**src/verilog/per_pkg.sv**
```systemverilog
// Constants for the peripheral event router: register map, field
// positions, reset values and enabling codes.
// Assumes a 32-bit AHB-Lite bus with word-aligned register offsets.
package per_pkg;

    // Generator and user counts
    localparam int NUM_CMP   = 8;
    localparam int NUM_PA    = 24;
    localparam int NUM_PB    = 16;
    localparam int NUM_AST   = 3;
    localparam int NUM_TC_CH = 3;
    localparam int NUM_WAKE  = 3;

    // Register byte offsets
    localparam logic [7:0] REG_GEN_EN  = 8'h00;
    localparam logic [7:0] REG_USER_EN = 8'h04;
    localparam logic [7:0] REG_MODE    = 8'h08;
    localparam logic [7:0] REG_COUNT   = 8'h0c;
    localparam logic [7:0] REG_WAKE    = 8'h10;

    // Generator enable fields
    localparam int GEN_CMP  = 0;
    localparam int GEN_PIN  = 1;
    localparam int GEN_AST  = 2;
    localparam int GEN_PWM0 = 5;
    localparam int GEN_W    = 6;

    // User enable fields
    localparam int USR_PWM   = 0;
    localparam int USR_TC    = 1;
    localparam int USR_CMP   = 2;
    localparam int USR_TOUCH = 3;
    localparam int USR_W     = 4;

    // Mode register fields
    localparam int CFG_LSB = 0;
    localparam int TRG_LSB = 4;

    // Wake request bit order
    localparam int WK_CMP   = 0;
    localparam int WK_ADC   = 1;
    localparam int WK_TOUCH = 2;

    // Values after reset and enabling codes
    localparam logic [GEN_W-1:0] GEN_EN_RST  = 6'h00;
    localparam logic [USR_W-1:0] USER_EN_RST = 4'h0;
    localparam logic [1:0]       CFG_RST     = 2'h0;
    localparam logic [2:0]       TRG_RST     = 3'h0;
    localparam logic [1:0]       CMP_CFG_EVT = 2'h3;
    localparam logic [2:0]       ADC_TRG_EVT = 3'h7;
    localparam int               COUNT_W     = 16;

endpackage

```
**src/verilog/per_edge_pulse.sv**
```systemverilog
// Rising-edge detector turning generator levels into one-cycle pulses.
// Assumes inputs are synchronous to hclk.
`timescale 1ns/1ns

module per_edge_pulse #(
    parameter int W = 8
) (
    input  wire logic         hclk,
    input  wire logic         hresetn,
    input  wire logic [W-1:0] level,
    output logic      [W-1:0] pulse
);

    logic [W-1:0] prev_reg;

    // Previous sample of each level
    always_ff @(posedge hclk or negedge hresetn) begin
        if (!hresetn) begin
            prev_reg <= '0;
        end else begin
            prev_reg <= level;
        end
    end

    // One pulse per rising edge
    assign pulse = level & ~prev_reg;

endmodule

```
**src/verilog/per_event_router.sv**
```systemverilog
// Peripheral event router: fixed network from event generators to
// event users, with enables and modes reached over AHB-Lite.
// Assumes one hclk domain, synchronous generator levels, and a bus
// master that issues single word transfers with no pipelining.
//
// Added by the designer: the AHB-Lite interface to the registers and the register offsets.
`timescale 1ns/1ns

////////////////////////////////////////////////////////////////////////
module per_event_router #(
    parameter int PWM_CH = 32
) (
    input  wire logic                          hclk,
    input  wire logic                          hresetn,
    input  wire logic                          hsel,
    input  wire logic [31:0]                   haddr,
    input  wire logic [1:0]                    htrans,
    input  wire logic                          hwrite,
    input  wire logic [2:0]                    hsize,
    input  wire logic                          hready,
    input  wire logic [31:0]                   hwdata,
    output logic                               hreadyout,
    output logic                               hresp,
    output logic      [31:0]                   hrdata,
    input  wire logic [per_pkg::NUM_CMP-1:0]   cmp_above,
    input  wire logic [per_pkg::NUM_CMP-1:0]   cmp_below,
    input  wire logic [per_pkg::NUM_PA-1:0]    pin_change_a,
    input  wire logic [per_pkg::NUM_PB-1:0]    pin_change_b,
    input  wire logic [per_pkg::NUM_AST-1:0]   ast_event,
    input  wire logic                          pwm0_match,
    input  wire logic [per_pkg::NUM_WAKE-1:0]  user_done,
    output logic      [PWM_CH-1:0]             pwm_duty_inc,
    output logic      [PWM_CH-1:0]             pwm_duty_dec,
    output logic                               touch_matrix_evt,
    output logic                               touch_iter_start,
    output logic      [per_pkg::NUM_TC_CH-1:0] tc0_capture,
    output logic      [per_pkg::NUM_TC_CH-1:0] tc1_capture,
    output logic                               cmp_meas_start,
    output logic                               adc_conv_start,
    output logic      [per_pkg::NUM_WAKE-1:0]  user_clk_req
);
    import per_pkg::*;

    localparam int PW = 2 * NUM_CMP + NUM_PA + NUM_PB + NUM_AST + 1;

    ////////////////////////////////////////////////////////////////////
    // Declarations

    logic [GEN_W-1:0]    gen_en_reg;
    logic [USR_W-1:0]    user_en_reg;
    logic [1:0]          cfg_reg;
    logic [2:0]          trg_reg;
    logic [COUNT_W-1:0]  count_reg;
    logic [NUM_WAKE-1:0] wake_reg;
    logic [NUM_WAKE-1:0] wake_hit;
    logic                wr_pend_reg;
    logic [7:0]          wr_addr_reg;
    logic                addr_ok;
    logic [PW-1:0]       all_p;
    logic [NUM_CMP-1:0]  above_p;
    logic [NUM_CMP-1:0]  below_p;
    logic [NUM_PA-1:0]   pa_p;
    logic [NUM_PB-1:0]   pb_p;
    logic [NUM_AST-1:0]  ast_p;
    logic                pwm0_p;
    logic                cmp_ok;
    logic                pin_ok;
    logic                ast_ok;
    logic                pwm_ok;
    logic                trig_ok;
    logic                cmp_mode_ok;
    logic                adc_mode_ok;
    logic                async_raw;
    logic [PWM_CH-1:0]   inc_next;
    logic [PWM_CH-1:0]   dec_next;
    logic [NUM_TC_CH-1:0] tc0_next;
    logic [NUM_TC_CH-1:0] tc1_next;
    logic                any_out;

    // Comparator channel to PWM channel table
    function automatic logic [4:0] pwm_of_cmp(input int k);
        logic [4:0] ch;
        ch = 5'h00;
        case (k)
            0: ch = 5'h00;
            1: ch = 5'h06;
            2: ch = 5'h08;
            3: ch = 5'h09;
            4: ch = 5'h0b;
            5: ch = 5'h0e;
            6: ch = 5'h13;
            7: ch = 5'h14;
            default: ch = 5'h00;
        endcase
        return ch;
    endfunction

    ////////////////////////////////////////////////////////////////////
    // AHB-Lite slave

    // Zero-wait OKAY slave
    assign hreadyout = 1'b1;
    assign hresp     = 1'b0;
    assign addr_ok   = hsel && htrans[1] && hready;

    // Address phase capture for writes
    always_ff @(posedge hclk or negedge hresetn) begin
        if (!hresetn) begin
            wr_pend_reg <= 1'b0;
            wr_addr_reg <= 8'h00;
        end else begin
            wr_pend_reg <= addr_ok && hwrite;
            wr_addr_reg <= haddr[7:0];
        end
    end

    // Read data is loaded in the address phase; unmapped reads zero
    always_ff @(posedge hclk or negedge hresetn) begin
        if (!hresetn) begin
            hrdata <= 32'h0000_0000;
        end else if (addr_ok && !hwrite) begin
            case (haddr[7:0])
                REG_GEN_EN:  hrdata <= {26'h0, gen_en_reg};
                REG_USER_EN: hrdata <= {28'h0, user_en_reg};
                REG_MODE:    hrdata <= {25'h0, trg_reg, 2'h0, cfg_reg};
                REG_COUNT:   hrdata <= {16'h0, count_reg};
                REG_WAKE:    hrdata <= {29'h0, wake_reg};
                default:     hrdata <= 32'h0000_0000;
            endcase
        end
    end

    // Writable enables and modes; read-only and unmapped writes drop
    always_ff @(posedge hclk or negedge hresetn) begin
        if (!hresetn) begin
            gen_en_reg  <= GEN_EN_RST;
            user_en_reg <= USER_EN_RST;
            cfg_reg     <= CFG_RST;
            trg_reg     <= TRG_RST;
        end else if (wr_pend_reg) begin
            case (wr_addr_reg)
                REG_GEN_EN:  gen_en_reg  <= hwdata[GEN_W-1:0];
                REG_USER_EN: user_en_reg <= hwdata[USR_W-1:0];
                REG_MODE: begin
                    cfg_reg <= hwdata[CFG_LSB+:2];
                    trg_reg <= hwdata[TRG_LSB+:3];
                end
                default: ;
            endcase
        end
    end

    ////////////////////////////////////////////////////////////////////
    // Generator edges

    // All generator levels become single-cycle pulses
    per_edge_pulse #(
        .W (PW)
    ) u_pulse (
        .hclk    (hclk),
        .hresetn (hresetn),
        .level   ({pwm0_match, ast_event, pin_change_b, pin_change_a,
                   cmp_below, cmp_above}),
        .pulse   (all_p)
    );

    // Fixed slicing of the pulse vector
    assign above_p = all_p[0+:NUM_CMP];
    assign below_p = all_p[NUM_CMP+:NUM_CMP];
    assign pa_p    = all_p[2*NUM_CMP+:NUM_PA];
    assign pb_p    = all_p[2*NUM_CMP+NUM_PA+:NUM_PB];
    assign ast_p   = all_p[2*NUM_CMP+NUM_PA+NUM_PB+:NUM_AST];
    assign pwm0_p  = all_p[PW-1];

    // Generator side gating
    assign cmp_ok = gen_en_reg[GEN_CMP];
    assign pin_ok = gen_en_reg[GEN_PIN];
    assign ast_ok = |(ast_p & gen_en_reg[GEN_AST+:NUM_AST]);
    assign pwm_ok = pwm0_p && gen_en_reg[GEN_PWM0];

    // Timer and PWM0 events share the comparator and ADC inputs
    assign trig_ok     = ast_ok || pwm_ok;
    assign cmp_mode_ok = (cfg_reg == CMP_CFG_EVT) && user_en_reg[USR_CMP];
    assign adc_mode_ok = (trg_reg == ADC_TRG_EVT);

    ////////////////////////////////////////////////////////////////////
    // Routing

    // Comparator events to PWM duty steps
    always_comb begin
        inc_next = '0;
        dec_next = '0;
        for (int k = 0; k < NUM_CMP; k++) begin
            if (cmp_ok && user_en_reg[USR_PWM]) begin
                inc_next[pwm_of_cmp(k)] = above_p[k];
                dec_next[pwm_of_cmp(k)] = below_p[k];
            end
        end
    end

    // Pin-change groups to timer captures
    always_comb begin
        tc0_next = '0;
        tc1_next = '0;
        if (pin_ok && user_en_reg[USR_TC]) begin
            for (int i = 0; i < NUM_TC_CH; i++) begin
                tc0_next[i] = |pa_p[8*i+:8];
            end
            tc1_next[1] = |pb_p[0+:8];
            tc1_next[2] = |pb_p[8+:8];
        end
    end

    // Registered event outputs
    always_ff @(posedge hclk or negedge hresetn) begin
        if (!hresetn) begin
            pwm_duty_inc     <= '0;
            pwm_duty_dec     <= '0;
            touch_matrix_evt <= 1'b0;
            touch_iter_start <= 1'b0;
            tc0_capture      <= '0;
            tc1_capture      <= '0;
            cmp_meas_start   <= 1'b0;
            adc_conv_start   <= 1'b0;
        end else begin
            pwm_duty_inc     <= inc_next;
            pwm_duty_dec     <= dec_next;
            touch_matrix_evt <= cmp_ok && (|below_p) && user_en_reg[USR_TOUCH];
            touch_iter_start <= ast_ok && user_en_reg[USR_TOUCH];
            tc0_capture      <= tc0_next;
            tc1_capture      <= tc1_next;
            cmp_meas_start   <= trig_ok && cmp_mode_ok;
            adc_conv_start   <= trig_ok && adc_mode_ok;
        end
    end

    // Counter of cycles with any delivered event, runs in any clocked sleep state
    assign any_out = (|pwm_duty_inc) || (|pwm_duty_dec) || touch_matrix_evt
                     || touch_iter_start || (|tc0_capture) || (|tc1_capture)
                     || cmp_meas_start || adc_conv_start;

    always_ff @(posedge hclk or negedge hresetn) begin
        if (!hresetn) begin
            count_reg <= '0;
        end else if (any_out) begin
            count_reg <= count_reg + 1'b1;
        end
    end

    ////////////////////////////////////////////////////////////////////
    // Async timer wake requests

    // Raw levels, so a request forms even before the edge is sampled
    assign async_raw = |(ast_event & gen_en_reg[GEN_AST+:NUM_AST]);
    assign wake_hit[WK_CMP]   = async_raw && cmp_mode_ok;
    assign wake_hit[WK_ADC]   = async_raw && adc_mode_ok;
    assign wake_hit[WK_TOUCH] = async_raw && user_en_reg[USR_TOUCH];

    // Held until the user reports done; a new hit wins over done
    always_ff @(posedge hclk or negedge hresetn) begin
        if (!hresetn) begin
            wake_reg <= '0;
        end else begin
            wake_reg <= wake_hit | (wake_reg & ~user_done);
        end
    end

    assign user_clk_req = wake_reg | wake_hit;
endmodule

```
**config.mk**
```make
export PLATFORM = sky130hd
export DESIGN_NAME = per_event_router
export DESIGN_NICKNAME = d
export VERILOG_FILES = /design/src/verilog/per_pkg.sv /design/src/verilog/per_edge_pulse.sv /design/src/verilog/per_event_router.sv
export SDC_FILE = /design/constraint.sdc
export NUM_CORES = 1
export LEC_CHECK = 0
export ABC_CLOCK_PERIOD_IN_PS = 1800
export BUFFER_PORTS_ARGS = -buffer_cell sky130_fd_sc_hd__buf_4
export CAP_MARGIN = 5
export CORE_MARGIN = 8
export CORE_UTILIZATION = 43
export CTS_CLUSTER_SIZE = 30
export DETAILED_ROUTE_END_ITERATION = 10
export GPL_TIMING_DRIVEN = 1
export PLACE_DENSITY_LB_ADDON = 0.08
export SYNTH_ARGS = -nofsm -noshare
export SYNTH_HDL_FRONTEND = slang
export SYNTH_SLANG_ARGS = --single-unit
```
**constraint.sdc**
```tcl
create_clock -name hclk -period 1.8 [get_ports hclk]
set_input_delay 0.09 -clock hclk [delete_from_list [all_inputs] [get_ports hclk]]
set_output_delay 0.09 -clock hclk [all_outputs]
set_load 0.005 [all_outputs]
```
==> impl_metrics.env, run 1 <==
export IMPL_whs_path_depth=4
export IMPL_powerDensity_nw_per_um2=971
export IMPL_final_max_slew_viol_count=0
export IMPL_io_pins=248
export IMPL_largest_register_ffs=60
export IMPL_antenna_left=0
export IMPL_core_area_um2=13200
export IMPL_path_depth=5
export IMPL_required_ps=2110
export IMPL_area_delta_synth_final_pct=44.4
export IMPL_synth_cells=464
export IMPL_final_cells=884
export IMPL_drive_gt1_share_pct=28.1
export IMPL_cellInternalPower_mw=6.35
export IMPL_met3_usage_pct=7.85
export IMPL_cts_clk_slew_worst_paths_ps=60
export IMPL_drc=0
export IMPL_clock_power_share_pct=49.2
export IMPL_dp_cells=767
export IMPL_wl_per_cell_um=15.9
export IMPL_path_cells="or4b_4 > nor4_4 > nor3b_4 > buf_6 > mux2_4"
export IMPL_use_met2_pct=28.1
export IMPL_holdCritPathClass="in2reg"
export IMPL_synth_seq_cells=144
export IMPL_critPathKind="reg2reg"
export IMPL_routed_via_count=4048
export IMPL_worst_pin_slew_ps=578
export IMPL_grt_pass1_vias=4461
export IMPL_clockRootBuffer="clkbuf_16"
export IMPL_avgSynthCellArea_um2=12.4
export IMPL_finalCritPeriodShare_pct=110
export IMPL_critPathCaptureType="flop"
export IMPL_synthFlopType="dfrtp_1"
export IMPL_finalHoldViolCount=0
export IMPL_hpwl_um=9790
export IMPL_grt_usage_pct=16.8
export IMPL_place_port_buffers=127
export IMPL_rsz0062_at_grt="true"
export IMPL_synth_distinct_cells=46
export IMPL_fin_setup_tns_ps=-1080
export IMPL_routed_wirelength_um=14100
export IMPL_grt_overflow=0
export IMPL_fin_skew_ps=4.71
export IMPL_path_delay_family="simple AND/OR/NAND/NOR gates"
export IMPL_layout_commonest_cell="dfrtp_1"
export IMPL_placementRows=42
export IMPL_critPathMaxFanout=5
export IMPL_timing_fmax_mhz=505
export IMPL_syn_area_um2=5770
export IMPL_drtPass1Iterations=5
export IMPL_die_area_um2=17400
export IMPL_worstPathArrival_ps=2290
export IMPL_grt_max_degree=50
export IMPL_p_comb_share_pct=8.2
export IMPL_viasPerCell=4.58
export IMPL_total_power_mw=8.09
export IMPL_place_congestion=0.753
export IMPL_cp_start_kind="flop"
export IMPL_slowest_stage="or4b_4"
export IMPL_grt_first_pass_wirelength_um=23200
export IMPL_dieHeight_um=132
export IMPL_finalSetupViolations=11
export IMPL_finalCriticalPeriod_ps=1980
export IMPL_numCtsBuffers=17
export IMPL_use_met1_pct=18.4
export IMPL_switching_share_pct=21.5
export IMPL_cpPeakStageDelay_ps=550
export IMPL_critical_path_buf_inv_count=1
export IMPL_clock_sinks=144
export IMPL_maxSlewHeadroom_pct=61.4
export IMPL_peakVddDrop_v=0.000643
export IMPL_clockBufferDepth=2
export IMPL_final_cell_mix="dfrtp_1 (144), buf_4 (134), dlygate4sd3_1 (81)"
export IMPL_seqPwrFrac_pct=42.6
export IMPL_grt_busiest_layer="met2"
export IMPL_cts_tree="yes"
export IMPL_initial_core_util_pct=43.8
export IMPL_ys_seq_area_share_pct=62.4
export IMPL_setup_ws_ps=-181
export IMPL_rr_worst_depth=5
export IMPL_violations="setup timing"
export IMPL_final_util_pct=63.2
export IMPL_antenna_cells=0
export IMPL_async_flop_share_pct=100
export IMPL_ys_warn_count=0
export IMPL_synth_edf_count=0
export IMPL_p_leak_nw=4.13
export IMPL_power_switching_mw=1.74
export IMPL_run_status="finished with violations"
export IMPL_htree_levels=4
export IMPL_drt_iter0_markers=201
export IMPL_drv_cap=0
export IMPL_nets=833
export IMPL_insertion_delay_ps=430
export IMPL_grt_antenna_before_repair=0
export IMPL_dieWidth_um=132
## worst min-delay path, delay by kind of cell
family	cells	cell delay [ps]
AND/OR/NAND/NOR	2	240
buffers and inverters	1	80
AO/OA/AOI/OAI	1	80
## per-layer routing
layer	share of wire, %	vias to the layer above
met3	7.8	19
met1	40	1987
met2	51	108
met5	0	-
met4	1.3	0
li1	-	1934
## layout make-up
| cell class | count | area (um2) |
|---|---|---|
| fill | 1024 | 4860 |
| sequential | 144 | 3600 |
| timing repair buffer | 222 | 1910 |
| clock buffer | 18 | 439 |
| tap | 176 | 220 |
| multi-input combinational | 260 | 1730 |
| clock inverter | 14 | 236 |
| inverter | 50 | 188 |
## power groups by stage
stage               registers (mW)  logic [mW]  clock network [mW]
floorplan                     3.48       0.321                   0
global route                  3.46       0.737                4.21
CTS                           3.45       0.658                4.06
global placement              3.50       0.504                   0
finish                        3.45       0.664                3.98
detailed placement            3.50       0.513                   0
## synth_stat cells, drive strengths merged (5+ instances only)
library cell / n / area (um2)
dfrtp: 144 / 3600
buf: 69 / 519
inv: 50 / 188
mux2: 16 / 180
nand2: 15 / 56.3
o22ai: 15 / 93.8
xnor2: 15 / 131
nor2: 12 / 45.0
a221oi: 10 / 87.6
nor3b: 10 / 86.3
a22o: 9 / 78.8
a21oi: 8 / 40.0
nor3: 8 / 51.3
o21ai: 8 / 40.0
o2111ai: 7 / 61.3
clkbuf: 6 / 22.5
nor4: 6 / 43.8
o211ai: 6 / 45.0
mux2i: 5 / 50.1
## cells by family (layout without fill, tap and decap cells)
| kind of cell | Yosys count | in the layout | share of synthesized area (%) |
|---|---|---|---|
| and+or+nand+nor | 80 | 80 | 8.32 |
| adders and majority gates | 1 | 1 | 0.217 |
| muxes | 23 | 23 | 4.77 |
| other | 2 | 67 | 0.130 |
| DFF | 144 | 144 | 62.4 |
| xor gates and xnor gates | 15 | 15 | 2.28 |
| AOI/OAI and AO/OA | 74 | 74 | 9.21 |
| buffers and inverters | 125 | 304 | 12.6 |
## through the flow
| step | instance area, um2 | setup slack (ps) | hold WS [ps] |
|---|---|---|---|
| finish | 8330 | -181 | 110 |
| CTS | 8310 | -248 | 92.8 |
| floorplan | 6020 | -91.4 | -206 |
| global placement | 6750 | -256 | 51.0 |
| global route | 8330 | -281 | 113 |
| detailed placement | 6750 | -304 | 48.6 |
## worst paths after layout
check | end | slack (ps) | start
setup reg to reg | gen_en_reg[1] | -180 | wr_addr_reg[6]
hold / removal | hrdata[2] | 110 | haddr[5]
min in group asynchronous | wr_addr_reg[6] | 170 | hresetn
hold reg to reg | pwm_duty_inc[14] | 400 | u_pulse.prev_reg[5]
setup / recovery | gen_en_reg[1] | -180 | wr_addr_reg[6]
max in group asynchronous | u_pulse.prev_reg[36] | 1030 | hresetn
## timing repair
item / 4_1_cts / 5_1_grt
endpoints found under the setup margin: 18 / 17
pin swaps: 4 / 5
hold buffers: 81 / 0
endpoints found under the hold margin: 208 / 0
buffers inserted: 3 / 1
gates resized for setup: 11 / 4
(Power assumes the default switching activity.)
==> inputs of run 2 (changes only) <==
- CORE_MARGIN: 8 -> 1
==> run 2 against run 1 <==
Against the previous run: the run still ends with setup timing left; total power decreased by 7.1%; setup slack improved by 65 ps; sequential cell count unchanged; via count increased by 0.17%; clock power decreased by 14%; utilization increased by 0.57 points; sequential power about the same; die area decreased by 20%; hold slack improved by 11 ps; maximum frequency increased by 3.4%; register-to-register slack improved by 70 ps; count of clock-buffer cells in the layout increased by 8; critical path type unchanged; highest routed layer unchanged.
==> impl_metrics.env, run 2 (synthesized netlist as in run 1, its figures left out) <==
export IMPL_clock_sinks=144
export IMPL_drive_gt1_share_pct=27.5
export IMPL_critPathCaptureType="flop"
export IMPL_drc=0
export IMPL_antenna_left=0
export IMPL_clockRootBuffer="clkbuf_16"
export IMPL_maxSlewHeadroom_pct=57.3
export IMPL_clockBufferDepth=2
export IMPL_final_cell_mix="dfrtp_1 (144), buf_4 (134), dlygate4sd3_1 (81)"
export IMPL_htree_levels=4
export IMPL_rr_worst_depth=5
export IMPL_path_cells="or4b_4 > nor4_4 > nor3b_4 > buf_6 > mux2_2"
export IMPL_grt_pass1_vias=4194
export IMPL_worst_pin_slew_ps=638
export IMPL_whs_path_depth=4
export IMPL_holdCritPathClass="in2reg"
export IMPL_layout_commonest_cell="dfrtp_1"
export IMPL_io_pins=248
export IMPL_numCtsBuffers=17
export IMPL_postLayoutCellArea_um2=8210
export IMPL_finalHoldViolCount=0
export IMPL_multi_input_area_um2=1720
export IMPL_antenna_cells=0
export IMPL_viasPerCell=4.62
export IMPL_placementRows=41
export IMPL_finalSetupViolations=15
export IMPL_worstPathArrival_ps=2220
export IMPL_critPathMaxFanout=6
export IMPL_grt_max_degree=59
export IMPL_cp_start_kind="flop"
export IMPL_rsz0062_at_grt="true"
export IMPL_peakVddDrop_v=0.000943
export IMPL_whs_ps=121
export IMPL_final_max_slew_viol_count=0
export IMPL_p_leak_nw=4.07
export IMPL_timing_fmax_mhz=522
export IMPL_grt_antenna_before_repair=0
export IMPL_hpwl_um=8640
export IMPL_core_area_um2=12900
export IMPL_drv_cap=0
export IMPL_cellInternalPower_mw=5.89
export IMPL_dieHeight_um=118
export IMPL_fill_cells=1010
export IMPL_drtPass1Iterations=6
export IMPL_run_status="finished with violations"
export IMPL_required_ps=2100
export IMPL_clock_power_share_pct=45.5
export IMPL_total_power_mw=7.52
export IMPL_nets=832
export IMPL_initial_core_util_pct=44.8
export IMPL_routed_wirelength_um=12800
export IMPL_finalCritPeriodShare_pct=106
export IMPL_p_comb_share_pct=8.6
export IMPL_cpPeakStageDelay_ps=540
export IMPL_slowest_stage="or4b_4"
export IMPL_power_switching_mw=1.62
export IMPL_final_util_pct=63.8
export IMPL_drt_iter0_markers=148
export IMPL_grt_overflow=0
export IMPL_place_port_buffers=127
export IMPL_fin_skew_ps=5.20
export IMPL_dpl_instance_area_um2=6750
export IMPL_seqCellArea_um2=3600
export IMPL_powerDensity_nw_per_um2=915
export IMPL_switching_share_pct=21.6
export IMPL_routed_via_count=4055
export IMPL_fin_setup_tns_ps=-1320
export IMPL_die_area_um2=13900
export IMPL_area_delta_synth_final_pct=42.2
export IMPL_seqPwrFrac_pct=45.9
export IMPL_grt_first_pass_wirelength_um=20900
export IMPL_place_congestion=0.795
export IMPL_largest_register_ffs=60
export IMPL_insertion_delay_ps=420
export IMPL_cts_clk_slew_worst_paths_ps=50
export IMPL_setup_ws_ps=-115
export IMPL_critPathKind="reg2reg"
export IMPL_dieWidth_um=118
export IMPL_cts_tree="yes"
export IMPL_finalCriticalPeriod_ps=1920
export IMPL_violations="setup timing"
export IMPL_wl_per_cell_um=14.5
export IMPL_grt_usage_pct=19.6
-- run 2: cell types whose count changed in the layout (fill, tap and decap cells not counted), moves of 2 or more --
cell	delta
bufinv_16	-4
clkbuf_1	+5
mux2_4	-5
clkinv_4	-2
o21ai_0	-2
mux2_2	+5
clkbuf_8	+3
-- run 2: worst max-delay path: cells and delay by family (launching register included) --
family                 cells  cell delay, ps
buffers and inverters      1             150
flip-flops                 1             360
multiplexers               1             330
AND/OR/NAND/NOR            3             950
-- run 2: power by group through the flow --
| stage | Clock, mW | Combinational, mW | Sequential (mW) |
|---|---|---|---|
| 6_report | 3.42 | 0.650 | 3.45 |
| 3_3_place_gp | 0 | 0.497 | 3.50 |
| 3_5_place_dp | 0 | 0.507 | 3.50 |
| 5_1_grt | 3.64 | 0.726 | 3.46 |
| 4_1_cts | 3.50 | 0.647 | 3.45 |
| 2_1_floorplan | 0 | 0.321 | 3.48 |
-- run 2: final cells by class --
class | instances | share of cell area [%]
multi-input cells | 260 | 21.0
clock inverters | 5 | 0.945
repair buffers | 221 | 23.2
well taps | 172 | 2.62
clock buffers | 26 | 6.08
inverters | 50 | 2.29
flip-flops and latches | 144 | 43.9
-- run 2: metrics by stage --
stage	std cells	setup WS [ps]
final	878	-115
after global routing	878	-217
after CTS	877	-136
after detailed placement	764	-226
after global placement	764	-198
after floorplan	529	-91.4
-- run 2: worst paths after layout --
| check | endpoint | from | slack, ps |
|---|---|---|---|
| setup / recovery | gen_en_reg[2] | wr_addr_reg[4] | -120 |
| hold / removal | hrdata[0] | haddr[5] | 120 |
| setup reg to reg | gen_en_reg[2] | wr_addr_reg[4] | -120 |
| hold reg to reg | pwm_duty_inc[11] | u_pulse.prev_reg[4] | 400 |
| max in group asynchronous | count_reg[12] | hresetn | 990 |
| min in group asynchronous | wr_pend_reg | hresetn | 150 |
-- run 2: metal layers --
metal | wire length, um | up-vias | global-route usage [%]
li1 | - | 1934 | -
met5 | 0 | - | 0
met3 | 784 | 18 | 6.88
met2 | 6320 | 123 | 31.4
met1 | 5470 | 1980 | 23.8
met4 | 193 | 0 | 8.49
-- run 2: what timing repair did --
item / 4_1_cts / 5_1_grt
endpoints found under the setup margin: 15 / 33
pin swaps: 0 / 3
setup buffers: 1 / 1
endpoints found under the hold margin: 208 / 0
hold buffers: 81 / 0
resized for setup: 5 / 8
